**config.mk**
```make
export PLATFORM = sky130hd
export DESIGN_NAME = monitor_debug_regs
export DESIGN_NICKNAME = d
export VERILOG_FILES = /design/src/monitor_regs_pkg.sv /design/src/sysreg_decode.sv /design/src/monitor_debug_regs.sv
export SDC_FILE = /design/constraint.sdc
export NUM_CORES = 1
export LEC_CHECK = 0
export BUFFER_PORTS_ARGS = -buffer_cell sky130_fd_sc_hd__buf_2
export CORE_MARGIN = 2
export CORE_UTILIZATION = 48
export CTS_BUF_LIST = sky130_fd_sc_hd__clkbuf_8
export DETAILED_ROUTE_END_ITERATION = 16
export PLACE_DENSITY = 0.83
export SKIP_LAST_GASP = 1
export SYNTH_ARGS = -nofsm -noshare
export SYNTH_HDL_FRONTEND = slang
export SYNTH_SLANG_ARGS = --single-unit
```
**constraint.sdc**
```tcl
create_clock -name clk_sys -period 2.3 [get_ports clk_sys]
set_input_delay 0.23 -clock clk_sys [delete_from_list [all_inputs] [get_ports clk_sys]]
set_output_delay 0.23 -clock clk_sys [all_outputs]
set_load 0.03 [all_outputs]
```
**src/monitor_regs_pkg.sv**
```systemverilog
// Constants for the monitor debug configuration and fault address block.
// Assumes one core clock and a synchronous warm reset around it.
package monitor_regs_pkg;

    // Privilege levels of the requesting code
    typedef enum logic [1:0] {
        LVL_USER   = 2'h0,
        LVL_KERNEL = 2'h1,
        LVL_HYP    = 2'h2,
        LVL_MON    = 2'h3
    } level_t;

    // Form of a performance monitor register access
    typedef enum logic [1:0] {
        ACC_SYS64   = 2'h0,
        ACC_MOVE32  = 2'h1,
        ACC_MOVE2X  = 2'h2
    } pmu_acc_t;

    // Encoding fields, packed as {op0, op1, CRn, CRm, op2}
    localparam logic [1:0]  OP0_SYS = 2'h3;
    localparam logic [2:0]  OP1_MON = 3'h6;
    localparam logic [3:0]  CRN_CFG = 4'h1;
    localparam logic [3:0]  CRM_CFG = 4'h3;
    localparam logic [2:0]  OP2_CFG = 3'h1;
    localparam logic [3:0]  CRN_FA  = 4'h6;
    localparam logic [3:0]  CRM_FA  = 4'h0;
    localparam logic [2:0]  OP2_FA  = 3'h5;
    localparam logic [15:0] ENC_CFG =
        {OP0_SYS, OP1_MON, CRN_CFG, CRM_CFG, OP2_CFG};
    localparam logic [15:0] ENC_FA  =
        {OP0_SYS, OP1_MON, CRN_FA, CRM_FA, OP2_FA};

    // Configuration register field positions
    localparam int CFG_W          = 7;
    localparam int PERF_TRAP_BIT  = 6;
    localparam int DBG_EXT_BIT    = 4;
    localparam int TRC_EXT_BIT    = 3;
    localparam int PERF_EXT_BIT   = 2;
    localparam int ROOT_TRACE_BIT = 1;
    localparam int REALM_TRC_BIT  = 0;
    localparam logic [CFG_W-1:0] CFG_RESET = 7'h00;

    // Fault address register field positions
    localparam int FA_NS_BIT  = 63;
    localparam int FA_NSE_BIT = 62;
    localparam int FA_LPA_HI  = 51;
    localparam int FA_LPA_LO  = 48;
    localparam int FA_PA_HI   = 47;
    localparam int FA_PA_LO   = 12;
    localparam int FA_PA_W    = FA_LPA_HI - FA_PA_LO + 1;
    localparam logic [FA_PA_W-1:0] FA_PA_RESET = 40'h00_0000_0000;

    // Exception classes reported for trapped accesses
    localparam logic [5:0] EC_SYSREG64 = 6'h18;
    localparam logic [5:0] EC_MOVE32   = 6'h03;
    localparam logic [5:0] EC_MOVE2X   = 6'h04;
    localparam logic [5:0] EC_NONE     = 6'h00;

endpackage

```
**src/sysreg_decode.sv**
```systemverilog
// Decodes a system register access onto this block's two registers.
// Assumes the encoding and level are stable while valid is high.
`timescale 1ns/1ps
module sysreg_decode
    import monitor_regs_pkg::*;
#(
    parameter bit REALM_MGMT_FEATURE = 1'b1
) (
    input  wire logic                    valid,
    input  wire logic [15:0]             enc,
    input  wire monitor_regs_pkg::level_t level,
    output logic                         hitCfg,
    output logic                         hitFault,
    output logic                         undef
);
    import monitor_regs_pkg::*;

    wire isCfg   = valid && (enc == ENC_CFG);
    wire isFault = valid && (enc == ENC_FA) && REALM_MGMT_FEATURE;
    wire atMon   = (level == LVL_MON);

    assign hitCfg   = isCfg && atMon;
    // fault register only at monitor level
    assign hitFault = isFault && atMon;
    assign undef    = (isCfg && !atMon) ||
                      (valid && (enc == ENC_FA) &&
                       (!REALM_MGMT_FEATURE || !atMon));
endmodule

```
**src/monitor_debug_regs.sv**
```systemverilog
// Monitor debug configuration and protection fault address registers.
// Assumes one core clock, synchronous warm reset and a request port
// that holds a system register access for a single cycle.
`timescale 1ns/1ps
// Behaviour
// - Trap bit set traps lower-level monitor accesses
// - Trap bit clear traps nothing
// - 64-bit trapped access reports class 0x18
// - 32-bit moves report class 0x03 or 0x04
// - Trap bit 6, zero without monitor unit
// - Bit 4 restricts debugger breakpoint access
// - Bit 3 restricts debugger trace access
// - Bit 2 restricts debugger performance access
// - Root trace prohibited when bit 1 clear
// - Realm trace prohibited when bit 0 clear
// - Trace bits set debugger authentication level
// - Config register accessible only at monitor level
// - 64-bit register captures fault physical address
// - Fault register undefined without realm feature
// - Bits 63,62 encode faulting address space
// - Bits 47:12 hold address, excess zero
// - Bits 51:48 only with large addresses
// - Monitor exception return clears fault register
// - Fault register accessible only at monitor level
module monitor_debug_regs
    import monitor_regs_pkg::*;
#(
    parameter bit PERF_MON_FEATURE     = 1'b1,
    parameter bit REALM_MGMT_FEATURE   = 1'b1,
    parameter bit LARGE_PA_FEATURE     = 1'b1,
    parameter bit TRACE_FILTER_FEATURE = 1'b1,
    parameter bit TRACE_BUFFER_FEATURE = 1'b1,
    parameter bit EXT_TRACE_IF         = 1'b1,
    parameter bit EXT_PERF_IF          = 1'b1,
    parameter int PA_WIDTH             = 52
) (
    input  wire logic                      clk_sys,
    input  wire logic                      nrst,
    // System register access
    input  wire logic                      regReq,
    input  wire logic                      regWrite,
    input  wire logic [15:0]               regEnc,
    input  wire monitor_regs_pkg::level_t  regLevel,
    input  wire logic [63:0]               regWdata,
    output logic                           regAck_q,
    output logic                           regUndef_q,
    output logic                           regClaim_q,
    output logic [63:0]                    regRdata_q,
    // Performance monitor register access check
    input  wire logic                      pmuReq,
    input  wire monitor_regs_pkg::level_t  pmuLevel,
    input  wire monitor_regs_pkg::pmu_acc_t pmuForm,
    input  wire logic                      hypPerfTrap,
    output logic                           pmuDone_q,
    output logic                           pmuTrap_q,
    output logic [5:0]                     pmuClass_q,
    // Granule protection fault capture
    input  wire logic                      gpcFault,
    input  wire logic [51:0]               gpcAddr,
    input  wire logic                      gpcNonSecure,
    input  wire logic                      gpcSpaceExt,
    input  wire logic                      monEret,
    // External debugger access control
    input  wire logic                      extDebugAccessDisable,
    input  wire logic                      extTraceAccessDisable,
    input  wire logic                      extPerfAccessDisable,
    output logic [1:0]                     extDebugLevel_q,
    output logic [1:0]                     extTraceLevel_q,
    output logic [1:0]                     extPerfLevel_q,
    // Trace permission
    input  wire logic                      inRootState,
    input  wire logic                      inRealmState,
    input  wire logic                      traceAuthOverride,
    output logic                           traceProhibit_q,
    output logic [1:0]                     traceAuthLevel_q
);
    import monitor_regs_pkg::*;

    // Writable bits of the configuration register, by feature
    function automatic logic [CFG_W-1:0] cfg_mask();
        logic [CFG_W-1:0] m;
        m = '0;
        m[PERF_TRAP_BIT]  = PERF_MON_FEATURE;
        m[DBG_EXT_BIT]    = REALM_MGMT_FEATURE;
        m[TRC_EXT_BIT]    = REALM_MGMT_FEATURE && EXT_TRACE_IF &&
                            TRACE_BUFFER_FEATURE;
        m[PERF_EXT_BIT]   = REALM_MGMT_FEATURE && PERF_MON_FEATURE &&
                            EXT_PERF_IF;
        m[ROOT_TRACE_BIT] = REALM_MGMT_FEATURE && TRACE_FILTER_FEATURE;
        m[REALM_TRC_BIT]  = REALM_MGMT_FEATURE && TRACE_FILTER_FEATURE;
        return m;
    endfunction

    // Implemented address bits 51:12, zero past the physical width
    function automatic logic [FA_PA_W-1:0] pa_mask();
        logic [FA_PA_W-1:0] m;
        m = '0;
        for (int i = 0; i < FA_PA_W; i++) begin
            m[i] = ((i + FA_PA_LO) < PA_WIDTH) &&
                   ((i + FA_PA_LO) <= FA_PA_HI || LARGE_PA_FEATURE);
        end
        return m;
    endfunction

    // Exception class for a trapped performance monitor access
    function automatic logic [5:0] trap_class(pmu_acc_t form);
        logic [5:0] c;
        case (form)
            ACC_SYS64:  c = EC_SYSREG64;
            ACC_MOVE32: c = EC_MOVE32;
            ACC_MOVE2X: c = EC_MOVE2X;
            default:    c = EC_SYSREG64;
        endcase
        return c;
    endfunction

    localparam logic [CFG_W-1:0]   CFG_MASK = cfg_mask();
    localparam logic [FA_PA_W-1:0] PA_MASK  = pa_mask();

    logic [CFG_W-1:0]   cfg_q;
    logic [CFG_W-1:0]   cfg_d;
    logic [FA_PA_W-1:0] faAddr_q;
    logic [FA_PA_W-1:0] faAddr_d;
    logic               faNs_q;
    logic               faNs_d;
    logic               faNse_q;
    logic               faNse_d;

    // Access decode
    wire hitCfg;
    wire hitFault;
    wire accUndef;

    sysreg_decode #(
        .REALM_MGMT_FEATURE (REALM_MGMT_FEATURE)
    ) u_decode (
        .valid    (regReq),
        .enc      (regEnc),
        .level    (regLevel),
        .hitCfg   (hitCfg),
        .hitFault (hitFault),
        .undef    (accUndef)
    );

    wire cfgWr   = hitCfg && regWrite;
    wire faultWr = hitFault && regWrite;
    wire claimed = hitCfg || hitFault || accUndef;

    // Read views, reserved and absent bits forced to zero
    wire [CFG_W-1:0] cfgView = cfg_q & CFG_MASK;
    wire [63:0] cfgRead = {{(64 - CFG_W){1'b0}}, cfgView};
    wire [FA_PA_W-1:0] faView = faAddr_q & PA_MASK;
    // address space in top two bits
    // bits 61:52 and 11:0 read zero
    wire [63:0] faRead = {faNs_q, faNse_q,
                          {(FA_NSE_BIT - FA_LPA_HI - 1){1'b0}},
                          faView,
                          {FA_PA_LO{1'b0}}};
    wire [63:0] rdSel = hitCfg   ? cfgRead :
                        hitFault ? faRead  : 64'h0;

    // trap bit kept only with a monitor unit
    assign cfg_d = cfgWr ? (regWdata[CFG_W-1:0] & CFG_MASK) : cfg_q;

    // Fault capture beats software write and exception return
    wire [FA_PA_W-1:0] wrAddr = regWdata[FA_LPA_HI:FA_PA_LO];
    wire [FA_PA_W-1:0] hwAddr = gpcAddr[FA_LPA_HI:FA_PA_LO];
    wire faCapture = gpcFault && REALM_MGMT_FEATURE;

    // return at monitor level discards contents
    assign faAddr_d = faCapture ? (hwAddr & PA_MASK) :
                      faultWr   ? (wrAddr & PA_MASK) :
                      monEret   ? FA_PA_RESET        : faAddr_q;
    // space bits captured with the address
    assign faNs_d   = faCapture ? gpcNonSecure :
                      faultWr   ? regWdata[FA_NS_BIT] :
                      monEret   ? 1'b0 : faNs_q;
    assign faNse_d  = faCapture ? gpcSpaceExt :
                      faultWr   ? regWdata[FA_NSE_BIT] :
                      monEret   ? 1'b0 : faNse_q;

    // Performance monitor trap decision
    wire perfTrapOn = cfgView[PERF_TRAP_BIT];
    wire lowerLevel = (pmuLevel != LVL_MON);
    wire trapNow = pmuReq && perfTrapOn && lowerLevel && !hypPerfTrap;
    wire [5:0] classNow = trapNow ? trap_class(pmuForm) : EC_NONE;

    // External debugger restriction levels, {extension, companion}
    // breakpoint, watchpoint and lock registers
    wire [1:0] dbgLvl  = {cfgView[DBG_EXT_BIT], extDebugAccessDisable};
    wire [1:0] trcLvl  = {cfgView[TRC_EXT_BIT], extTraceAccessDisable};
    wire [1:0] perfLvl = {cfgView[PERF_EXT_BIT], extPerfAccessDisable};

    // Trace permission for the current security state
    // root trace needs bit 1 or override
    wire rootBlock  = inRootState && !cfgView[ROOT_TRACE_BIT] &&
                      !traceAuthOverride;
    // realm trace needs bit 0 or override
    wire realmBlock = inRealmState && !cfgView[REALM_TRC_BIT] &&
                      !traceAuthOverride;
    wire [1:0] authLvl = {cfgView[ROOT_TRACE_BIT], cfgView[REALM_TRC_BIT]};

    // Next values of the answer and status flops
    logic        regAck_d;
    logic        regUndef_d;
    logic        regClaim_d;
    logic [63:0] regRdata_d;
    logic        pmuDone_d;
    logic        pmuTrap_d;
    logic [5:0]  pmuClass_d;
    logic [1:0]  extDebugLevel_d;
    logic [1:0]  extTraceLevel_d;
    logic [1:0]  extPerfLevel_d;
    logic        traceProhibit_d;
    logic [1:0]  traceAuthLevel_d;

    assign regAck_d   = regReq;
    assign regUndef_d = accUndef;
    assign regClaim_d = claimed;
    // Writes and refused reads answer zero, no stale word leaks
    assign regRdata_d = (regReq && !regWrite) ? rdSel : 64'h0;

    assign pmuDone_d  = pmuReq;
    assign pmuTrap_d  = trapNow;
    // Class reads zero whenever no trap is taken
    assign pmuClass_d = classNow;

    // Restriction combination, its meaning decoded outside
    assign extDebugLevel_d  = dbgLvl;
    assign extTraceLevel_d  = trcLvl;
    assign extPerfLevel_d   = perfLvl;
    assign traceProhibit_d  = rootBlock || realmBlock;
    assign traceAuthLevel_d = authLvl;

    always_ff @(posedge clk_sys) begin
        if (!nrst) begin
            cfg_q <= CFG_RESET;
        end else begin
            cfg_q <= cfg_d;
        end
    end

    // Unknown reset value taken as zero
    always_ff @(posedge clk_sys) begin
        if (!nrst) begin
            faAddr_q <= FA_PA_RESET;
        end else begin
            faAddr_q <= faAddr_d;
        end
    end

    // Space bits start at Secure after reset
    always_ff @(posedge clk_sys) begin
        if (!nrst) begin
            faNs_q  <= 1'b0;
            faNse_q <= 1'b0;
        end else begin
            faNs_q  <= faNs_d;
            faNse_q <= faNse_d;
        end
    end

    // Access answer, one cycle after the request
    always_ff @(posedge clk_sys) begin
        if (!nrst) begin
            regAck_q   <= 1'b0;
            regUndef_q <= 1'b0;
            regClaim_q <= 1'b0;
        end else begin
            regAck_q   <= regAck_d;
            regUndef_q <= regUndef_d;
            regClaim_q <= regClaim_d;
        end
    end

    // Read word stands with the acknowledge
    always_ff @(posedge clk_sys) begin
        if (!nrst) begin
            regRdata_q <= 64'h0;
        end else begin
            regRdata_q <= regRdata_d;
        end
    end

    // Trap answer, one cycle after the check request
    always_ff @(posedge clk_sys) begin
        if (!nrst) begin
            pmuDone_q <= 1'b0;
            pmuTrap_q <= 1'b0;
        end else begin
            pmuDone_q <= pmuDone_d;
            pmuTrap_q <= pmuTrap_d;
        end
    end

    always_ff @(posedge clk_sys) begin
        if (!nrst) begin
            pmuClass_q <= EC_NONE;
        end else begin
            pmuClass_q <= pmuClass_d;
        end
    end

    // Status levels follow the register a cycle later
    always_ff @(posedge clk_sys) begin
        if (!nrst) begin
            extDebugLevel_q <= 2'h0;
            extTraceLevel_q <= 2'h0;
            extPerfLevel_q  <= 2'h0;
        end else begin
            extDebugLevel_q <= extDebugLevel_d;
            extTraceLevel_q <= extTraceLevel_d;
            extPerfLevel_q  <= extPerfLevel_d;
        end
    end

    // Trace permission and authentication level
    always_ff @(posedge clk_sys) begin
        if (!nrst) begin
            traceProhibit_q  <= 1'b0;
            traceAuthLevel_q <= 2'h0;
        end else begin
            traceProhibit_q  <= traceProhibit_d;
            traceAuthLevel_q <= traceAuthLevel_d;
        end
    end

endmodule

```
# --- Word level (Yosys, flattened, before mapping) ---
# Cells that the tools add are included.
word_totals:
  elab_cells: 68
  output_inout_bits: 84
  in_bits: 154
  latchBits: 0
  ff_bits: 132
  romBits: 0
  mem_count: 0
  mem_bits_rw: 0
op_classes:
  mux: 10
  shifts: 0
  n_mul: 0
  reduce_logical: 31
  n_lt_le_gt_ge: 0
  bitwise: 3
  div_mod_pow: 0
  addsub: 0
  n_eq_ne: 6
ops:
  columns: ["cell", "n"]
  rows:
  - ["2-to-1 mux 40 bit", 3]
  - ["== test 16 bit (second input constant)", 2]
  - ["logical AND 1 bit", 16]
  - ["case mux 5 bit (2 select lines)", 1]
  - ["2-to-1 mux 7 bit", 1]
  - ["zero test 1 bit", 6]
  - ["2-to-1 mux 1 bit", 5]
  - ["== test 2 bit (second input constant)", 2]
  - ["logical OR 1 bit", 4]
  - ["AND reduction 2 bit", 2]
  - ["OR reduction 4 bit", 1]
  - ["inverter 1 bit", 3]
  - ["nonzero test 3 bit", 1]
  - ["OR reduction 3 bit", 1]
  - ["== test 2 x 1 -> 1 bit (second input constant)", 1]
  - ["inequality test 2 bit (second input constant)", 1]

# --- Depth between registers and ports, before layout ---
# Gate-level depths: netlist of run 1.
depth:
  ltp_word: 6
  ltp_mapped: 6
  mapped_depth_nobuf: 4

# --- Cells and area by module ---
# From an unflattened synthesis of run 1, not the netlist that was laid out.
hier_totals:
  cells_unflattened: 451
  hier_area_um2: 4276.6
modules_own_cells:
  columns: ["mod", "instances", "seq_area_each_um2", "area_each_um2", "cells_per_inst"]
  rows:
  - ["monitor_debug_regs", 1, 2262.2, 4171.5, 438]
  - ["sysreg_decode", 1, 0.0, 105.1, 13]

# --- Least setup slack after synthesis of run 1 ---
# No wires, ideal clock.
synth_path:
  kind: "input -> register"
  start: "input regEnc[5]"
  end: "register faAddr_q[28]"
  required_ps: 2241
  slack_ps: 498
  t_arrival_ps: 1744
  n_path_buf: 2
  cell_stages: 6
  setup_time_ps: 59
  cell_sequence: "or3_4 -> or4_4 -> buf_6 -> buf_6 -> o41ai_2 -> o211a_1"
synth_between:
  elab_chain_len: 6
  word_cells_on_any_way: 7
  classes_between: "eq/ne (1); mux (2); reduce/logical (4)"
synth_rtl:
  columns: ["element", "line", "rtl"]
  rows:
  - ["start: declaration", "monitor_debug_regs.sv:42", "input wire logic [15:0] regEnc,"]
  - ["== test 16 bit (*)", "sysreg_decode.sv:19", "wire isFault = valid && (enc == ENC_FA) && REALM_MGMT_FEATURE;"]
  - ["logical AND 1 bit (*)", "sysreg_decode.sv:19", null]
  - ["logical AND 1 bit (*)", "sysreg_decode.sv:24", "assign hitFault = isFault && atMon;"]
  - ["logical AND 1 bit (*)", "monitor_debug_regs.sv:146", "wire faultWr = hitFault && regWrite;"]
  - ["2-to-1 mux 40 bit", "monitor_debug_regs.sv:172", "faultWr ? (wrAddr & PA_MASK) :"]
  - ["2-to-1 mux 40 bit", "monitor_debug_regs.sv:171", "assign faAddr_d = faCapture ? (hwAddr & PA_MASK) :"]
  - ["end signal: assignment", "monitor_debug_regs.sv:248", "faAddr_q <= faAddr_d;"]
  - ["end: declaration", "monitor_debug_regs.sv:122", "logic [FA_PA_W-1:0] faAddr_q;"]
# Mark *: on every way between the ends. The rest lies on a longest branch, timed or not.
# A chain may end at the register's enable or synchronous reset.

# --- Worst setup path after layout of run 1 ---
layout_path:
  start: "input regEnc[5]"
  end: "register faAddr_q[3]"
# The elaborated chain is that of the path after synthesis.

==> results of run 1 <==
-- layer usage --
layer  routed length, µm  track usage (%)
met3                 790             5.05
met4                 192             8.67
met5                   0                0
met2                6280             39.4
met1                4880             23.5
-- state kept, by name (all words and copies together), names as in the netlist, 2 cells and up --
register / count
extPerfLevel_q: 2
cfg_q: 6
pmuClass_q: 3
extTraceLevel_q: 2
regRdata_q: 48
extDebugLevel_q: 2
faAddr_q: 40
traceAuthLevel_q: 2
-- per-stage QoR --
stage | cell area [µm²] | hold slack (ns)
6_report | 6320 | 0.0340
5_1_grt | 6320 | 0.000913
4_1_cts | 6320 | 0.00944
3_5_place_dp | 5930 | 0.401
3_3_place_gp | 5930 | 0.397
2_1_floorplan | 4970 | 0.306
-- Yosys cell counts (4+ instances only) --
| cell type | instances |
|---|---|
| nand2_1 | 43 |
| inv_1 | 47 |
| buf_2 | 4 |
| buf_4 | 19 |
| o21ai_0 | 6 |
| nor4_1 | 4 |
| o211a_1 | 42 |
| and2_1 | 58 |
| clkbuf_1 | 39 |
| a211o_1 | 42 |
| a21oi_1 | 7 |
| o41ai_1 | 28 |
| dfxtp_1 | 113 |
| o41ai_2 | 14 |
| nand3_1 | 7 |
-- report_power, final --
part / switching [mW] / internal, mW
Sequential: 0.0207 / 2.01
Clock: 0.807 / 0.953
Combinational: 0.224 / 0.191
Total: 1.05 / 3.15
-- cell families (layout without fill, tap and decap cells) --
logic type	after synthesis	in the layout	synth area share, %
AOI/OAI and AO/OA	143	143	27.6
and+or+nand+nor	130	130	15.1
DFF	113	113	46.1
buffers and inverters	113	287	10.6
adders and majority gates	2	2	0.509
other	1	17	0.0763
-- critical path, stage by stage --
cell and delay [ns]:
buf_2 0.10, or3_4 0.41, or4_4 0.50, buf_12 0.21, o41ai_1 0.40, o211a_1 0.19
-- worst paths after layout --
check / slack [ns] / to / startpoint / depth (start not counted)
hold / removal: 0.03 / extTraceLevel_q[0]$_SDFF_PN0_ / extTraceAccessDisable / 2
setup reg to reg: 1.38 / regRdata_q[1]$_SDFF_PN0_ / cfg_q[1]$_SDFFE_PN0P_ / 2
hold reg to reg: 0.45 / regRdata_q[40]$_SDFF_PP0_ / faAddr_q[28]$_SDFFE_PN0P_ / 1
setup / recovery: 0.58 / faAddr_q[3]$_SDFFE_PN0P_ / regEnc[5] / 6
-- area by class of cell --
| class | instances | area (µm²) | area share [%] |
|---|---|---|---|
| Sequential cell | 113 | 2260 | 35.8 |
| Inverter | 47 | 176 | 2.79 |
| Clock inverter | 15 | 148 | 2.34 |
| Tap cell | 133 | 166 | 2.63 |
| Timing Repair Buffer | 208 | 1120 | 17.7 |
| Multi-Input combinational cell | 292 | 2210 | 35.0 |
| Clock buffer | 17 | 234 | 3.70 |
-- timing repair --
action	4_1_cts	5_1_grt
endpoints found under the setup margin	0	0
endpoints found under the hold margin	1	0
hold buffers	1	0
==> impl_metrics.toml, run 1 <==
[sta]
period_share_pct = 74.8
max_freq_mhz = 581
maxSlewHeadroom_pct = 27.3
rsz0062_at_grt = "no"
tightest_slew_ns = 1.09
setup_slack_ns = 0.580
slew_violations = 0
setup-violations-final = 0
skew_ns = 0.00795
final_hold_viol_count = 0
period_needed_ns = 1.72
fin_tns_setup_ns = 0

[yosys]
synthCells = 502
synth_area_leaders = "dfxtp_1, o211a_1, a211o_1, and2_1, o41ai_1"
synth_cell_types = 37
post_synth.cell_area_avg_um2 = 9.79
synth_edf_count = 0
yosysTopAreaCellShare_pct = 46.1
ys.flop_type = "dfxtp_1"
ys_seq_area_share_pct = 46.1
yosysTopAreaCell = "dfxtp_1"
synth_area_um2 = 4910
synth-seq-cells = 113
yosys_warnings = 0
async_flop_share_pct = 0

[power]
max-vdd-ir-drop_mv = 0.306
cellPowerDensity_nw_per_um2 = 666
power_mw = 4.20
p_leak_nw = 3.50

[clock_network]
clock-sinks = 113
cts_buffers = 17
clockRootBuffer = "clkbuf_8"
ctsResizeCount = 0
cts_tree = "yes"
insertion_delay_ns = 0.40
cts_buffer_depth = 2
clkTransAtPathRegs_ns = 0.07
cts.htree.levels = 4
postCtsSetupRepairBufs = 0

[layout]
layout.nets = 835
final_core_util_pct = 64.0
drive_above_1_share_pct = 37.4
antenna_cells = 0
area_growth_pct = 28.6
final_cell_mix = "buf_2, dfxtp_1, and2_1, inv_1, nand2_1"
layout_commonest_cell = "buf_2"
final_cells = 825
fill_cells = 803

[route]
drtIter0Drc = 201
drc_errors = 0
drt-wirelength-per-cell_um = 14.7
drt_first_pass_iters = 5
ant_nets = 0
wl_um = 12100
via_count = 4331
viasPerCell = 5.25

[global_routing]
grt_pass1_wl_um = 18900
grt_max_degree = 85
grt_antenna_before_repair = 0
grt_usage_pct = 21.4
grt_pass1_vias = 4095
grt_overflow_total = 0

[setup_path]
path_class = "input port to register"
crit_fanout = 48
cp.arrival_ns = 2.07
start_kind = "input port"
crit_path_end_kind = "register"
cp.required_ns = 2.65

[floorplan]
die_w_um = 105
start_util_pct = 49.8
die_h_um = 105
rows = 36
core_um2 = 9860
ios = 238
fp.dieArea_um2 = 11100

[placed_design]
gp_congestion = 0.774
place_ws_ns = 0.187
portBuffers = 192
dpl.hpwl_um = 8390
dp_cells = 792

[hold_path]
holdCritPathClass = "input port to register"

[outcome]
status = "finished clean"

[run]
drv_cap = 0
Note: power is estimated with default switching activity, not from simulation.
==> inputs of run 2 (changes only) <==
Clock period 2.3 ns to 1.7 ns, I/O delays scaled along.
==> impl_metrics.toml, run 2 (synthesized netlist as in run 1, its figures left out) <==
[outcome]
status = "finished clean"

[placed_design]
dp_cells = 811
dpl.hpwl_um = 9160
gp_congestion = 0.834
portBuffers = 192

[clock_network]
ctsResizeCount = 0
cts_buffers = 17
postCtsSetupRepairBufs = 0
insertion_delay_ns = 0.40
cts.htree.levels = 4
clock-sinks = 113
cts_hold_buffers = 12
cts_tree = "yes"
clockRootBuffer = "clkbuf_8"
cts_buffer_depth = 2
clkTransAtPathRegs_ns = 0.07

[setup_path]
worstReg2RegStart = "cfg_q[6]$_SDFFE_PN0P_"
start_kind = "input port"
cp-startpoint = "regEnc[5]"
cp.arrival_ns = 1.91
crit_path_end_kind = "register"
cp_top_family = "simple AND/OR/NAND/NOR gates"
critPathMaxStageDelay_ns = 0.52
cp_cell_sequence = "buf_2 > or3_4 > or4_4 > buf_12 > o41ai_1 > o211a_1"
critPathBufInv = 2
slowest_stage = "or4_4"
cp.required_ns = 2.05
path_class = "input port to register"
crit_fanout = 22
r2r_slack_ns = 0.44

[route]
drtIter0Drc = 263
viasPerCell = 5.35
drt-wirelength-per-cell_um = 15.4
via_count = 4575
ant_nets = 0
wl_um = 13100
drc_errors = 0
drt_first_pass_iters = 5

[layout]
area_growth_pct = 34.8
antenna_cells = 0
largest_register = "regRdata_q"
layout_commonest_cell = "buf_2"
final_cells = 855
final_cell_mix = "buf_2, dfxtp_1, and2_1, inv_1, nand2_1"
largest_reg_flops = 48
final_core_util_pct = 67.1
layout.nets = 865
largestRegisters = "regRdata_q (48), faAddr_q (40), cfg_q (6)"
drive_above_1_share_pct = 38.5

[sta]
skew_ns = 0.00770
slew_violations = 0
max_freq_mhz = 641
setup-violations-final = 0
fin_tns_setup_ns = 0
period_share_pct = 91.7
rsz0062_at_grt = "no"
final_hold_viol_count = 0
period_needed_ns = 1.56

[power]
combPwrFrac_pct = 10.7
cellPowerDensity_nw_per_um2 = 869
switching_share_pct = 24.0
seqPwrFrac_pct = 47.8
clockPowerShare_pct = 41.4
max-vdd-ir-drop_mv = 0.401
p_int_mw = 4.37
switching_power_mw = 1.38
p_leak_nw = 3.66

[global_routing]
use_met3_pct = 5.24
busiest_layer = "met2"
grt_usage_pct = 24.2
grt_overflow_total = 0
grt_pass1_vias = 4607
grt_antenna_before_repair = 0
grt_use_met2_pct = 43.5
grt_pass1_wl_um = 21500
use_met1_pct = 26.7
grt_max_degree = 85

[floorplan]
fp.dieArea_um2 = 11100
rows = 36
die_h_um = 105
ios = 238
core_um2 = 9860
start_util_pct = 49.8
die_w_um = 105

[hold_path]
holdCritPathClass = "input port to register"
worstHoldStart = "regWdata[0]"

[run]
drv_cap = 0
==> run 2: cell count changes in the layout (fill, tap and decap cells not counted), sizes merged <==
cell | previous run | this run
buf | 207 | 226
clkbuf | 17 | 19
clkinv | 7 | 6
clkinvlp | 4 | 3
dlygate4sd3 | 1 | 12
==> run 2: layout make-up <==
class	count	area [µm²]
timing repair buffer	238	1420
fill	764	3240
clock buffer	19	262
multi-input combinational	292	2210
sequential	113	2260
tap	133	166
clock inverter	13	120
inverter	47	176
==> run 2: metal layers <==
layer | up-vias | wire [µm]
met5 | - | 0
li1 | 2160 | -
met1 | 2143 | 5270
met2 | 236 | 6670
met4 | 0 | 344
met3 | 36 | 860
==> run 2: path summary, 6_finish.rpt <==
path | endpoint | cells after the start
worst max-delay path | faAddr_q[38]$_SDFFE_PN0P_ | 6
worst min register to register | regRdata_q[44]$_SDFF_PP0_ | 1
worst min-delay path | cfg_q[0]$_SDFFE_PN0P_ | 3
worst max register to register | pmuTrap_q$_SDFF_PN0_ | 3
==> run 2: power groups by stage <==
| stage | Combinational (mW) | Clock, mW | Sequential [mW] |
|---|---|---|---|
| 3_5_place_dp | 0.591 | 0 | 2.81 |
| 3_3_place_gp | 0.572 | 0 | 2.80 |
| 6_report | 0.618 | 2.38 | 2.75 |
| 4_1_cts | 0.614 | 2.45 | 2.75 |
| 5_1_grt | 0.674 | 2.58 | 2.76 |
| 2_1_floorplan | 0.360 | 0 | 2.81 |
==> run 2: worst reg2reg max path, stage by stage, from the launching register on <==
cell	delay [ns]
dfxtp_1	0.35
nand3b_1	0.09
a21oi_1	0.20
dlygate4sd3_1	0.58
==> run 2: through the flow <==
step	hold WS (ns)	power [mW]	cell area, µm²	worst slack [ns]
global placement	0.364	3.38	6120	-0.239
CTS	0.00511	5.81	6620	0.154
global route	0.0147	6.01	6620	0.0290
floorplan	0.246	3.17	4980	-0.00894
detailed placement	0.374	3.40	6120	-0.272
finish	0.0461	5.75	6620	0.140
==> inputs of run 3 (changes only) <==
Settings changed: CELL_PAD_IN_SITES_DETAIL_PLACEMENT from default to 1, CELL_PAD_IN_SITES_GLOBAL_PLACEMENT from default to 2, CORE_UTILIZATION 48 to 27, PLACE_DENSITY 0.83 to default, PLACE_DENSITY_LB_ADDON from default to 0.08.
==> impl_metrics.toml, run 3 (synthesized netlist as in run 1, its figures left out) <==
[outcome]
status = "finished clean"

[floorplan]
start_util_pct = 27.4
core_um2 = 17900
fp.dieArea_um2 = 19300
die_h_um = 139
die_w_um = 139
ios = 238
rows = 49

[global_routing]
grt_usage_pct = 16.7
grt_max_degree = 85
grt_pass1_vias = 4902
grt_pass1_wl_um = 25700
grt_antenna_before_repair = 0
grt_overflow_total = 0

[run]
drv_cap = 0

[placed_design]
gp_congestion = 0.730
portBuffers = 192
dpl.hpwl_um = 10900
post_dp_cell_area_um2 = 6330

[clock_network]
cts_hold_buffers = 14
cts_buffers = 17
ctsResizeCount = 0
cts_tree = "yes"
cts_buffer_depth = 2
postCtsSetupRepairBufs = 0
clock-sinks = 113
cts.htree.levels = 4
clockRootBuffer = "clkbuf_8"
clkTransAtPathRegs_ns = 0.06
insertion_delay_ns = 0.43

[sta]
max_freq_mhz = 648
final_hold_viol_count = 0
hold_slack_ns = 0.0446
rsz0062_at_grt = "no"
period_share_pct = 90.8
setup-violations-final = 0
slew_violations = 0
skew_ns = 0.00689
period_needed_ns = 1.54

[power]
max-vdd-ir-drop_mv = 0.478
cellPowerDensity_nw_per_um2 = 882
p_leak_nw = 3.72

[layout]
seq_area_um2 = 2260
area_growth_pct = 40.2
fill_cells = 2121
layout_commonest_cell = "buf_2"
drive_above_1_share_pct = 38.8
final_cell_mix = "buf_2, dfxtp_1, and2_1, inv_1, nand2_1"
largestRegisters = "regRdata_q (48), faAddr_q (40), cfg_q (6)"
largest_register = "regRdata_q"
antenna_cells = 0
final_core_util_pct = 38.5
layout.nets = 874
final_area_um2 = 6890
largest_reg_flops = 48
multi_input_area_um2 = 2210

[setup_path]
crit_path_end_kind = "register"
cp.required_ns = 2.07
start_kind = "input port"
cp.arrival_ns = 1.92
r2r_slack_ns = 0.34
path_class = "input port to register"
r2r.worst_path.cells = 3
worstReg2RegStart = "cfg_q[6]$_SDFFE_PN0P_"
reg2reg_to = "pmuTrap_q$_SDFF_PN0_"
crit_fanout = 18

[route]
ant_nets = 0
via_count = 4477
drtIter0Drc = 150
viasPerCell = 4.67
drc_errors = 0
drt_first_pass_iters = 4
drt-wirelength-per-cell_um = 16.5
wl_um = 15900

[hold_path]
worstHoldStart = "regWdata[4]"
whs_endpoint = "cfg_q[4]$_SDFFE_PN0P_"
hold_depth = 3
holdCritPathClass = "input port to register"
==> run 3: worst max path at each step <==
stage / from / endpoint / slack [ns] / cells past startpoint
floorplan: regEnc[10] / faAddr_q[28]$_SDFFE_PN0P_ / -0.009 / 6
global placement: regEnc[5] / regRdata_q[4]$_SDFF_PN0_ / -0.21 / 8
detailed placement: regEnc[5] / faAddr_q[3]$_SDFFE_PN0P_ / -0.29 / 7
CTS: regEnc[5] / faAddr_q[3]$_SDFFE_PN0P_ / 0.18 / 7
global route: regEnc[7] / faAddr_q[3]$_SDFFE_PN0P_ / 0.09 / 7
finish: regEnc[5] / faAddr_q[3]$_SDFFE_PN0P_ / 0.16 / 7
==> run 3: worst max-delay path: stages <==
cell	delay, ns
buf_2	0.10
or3_4	0.38
or4_4	0.47
buf_12	0.18
o41ai_1	0.31
buf_4	0.17
o211a_1	0.13
==> run 3: routing by layer <==
metal,track usage [%],vias up,wire [µm]
met5,0,-,0
met4,4.78,0,202
met1,20.4,2143,7050
li1,-,2181,-
met3,4.73,14,853
met2,28.9,139,7760
==> run 3: power by group <==
| part | internal (mW) | switching, mW | total (mW) |
|---|---|---|---|
| registers | 2.72 | 0.0310 | 2.75 |
| clock network | 1.60 | 1.09 | 2.69 |
| logic | 0.308 | 0.329 | 0.637 |
==> run 3: final cells by class <==
| type | instances | area share [%] |
|---|---|---|
| clock buffer | 18 | 3.60 |
| clock inverter | 13 | 2.49 |
| inverter | 47 | 2.56 |
| multi-input combinational | 292 | 32.1 |
| sequential | 113 | 32.8 |
| tap | 229 | 4.16 |
| timing repair buffer | 247 | 22.3 |
==> run 3: stage by stage <==
stage | power, mW | setup slack, ns | instances | setup TNS [ns]
floorplan | 3.17 | -0.00894 | 518 | -0.00894
global placement | 3.41 | -0.213 | 914 | -15.28
detailed placement | 3.43 | -0.287 | 914 | -17.20
CTS | 6.19 | 0.185 | 959 | 0
global route | 6.39 | 0.0900 | 959 | 0
finish | 6.08 | 0.157 | 959 | 0
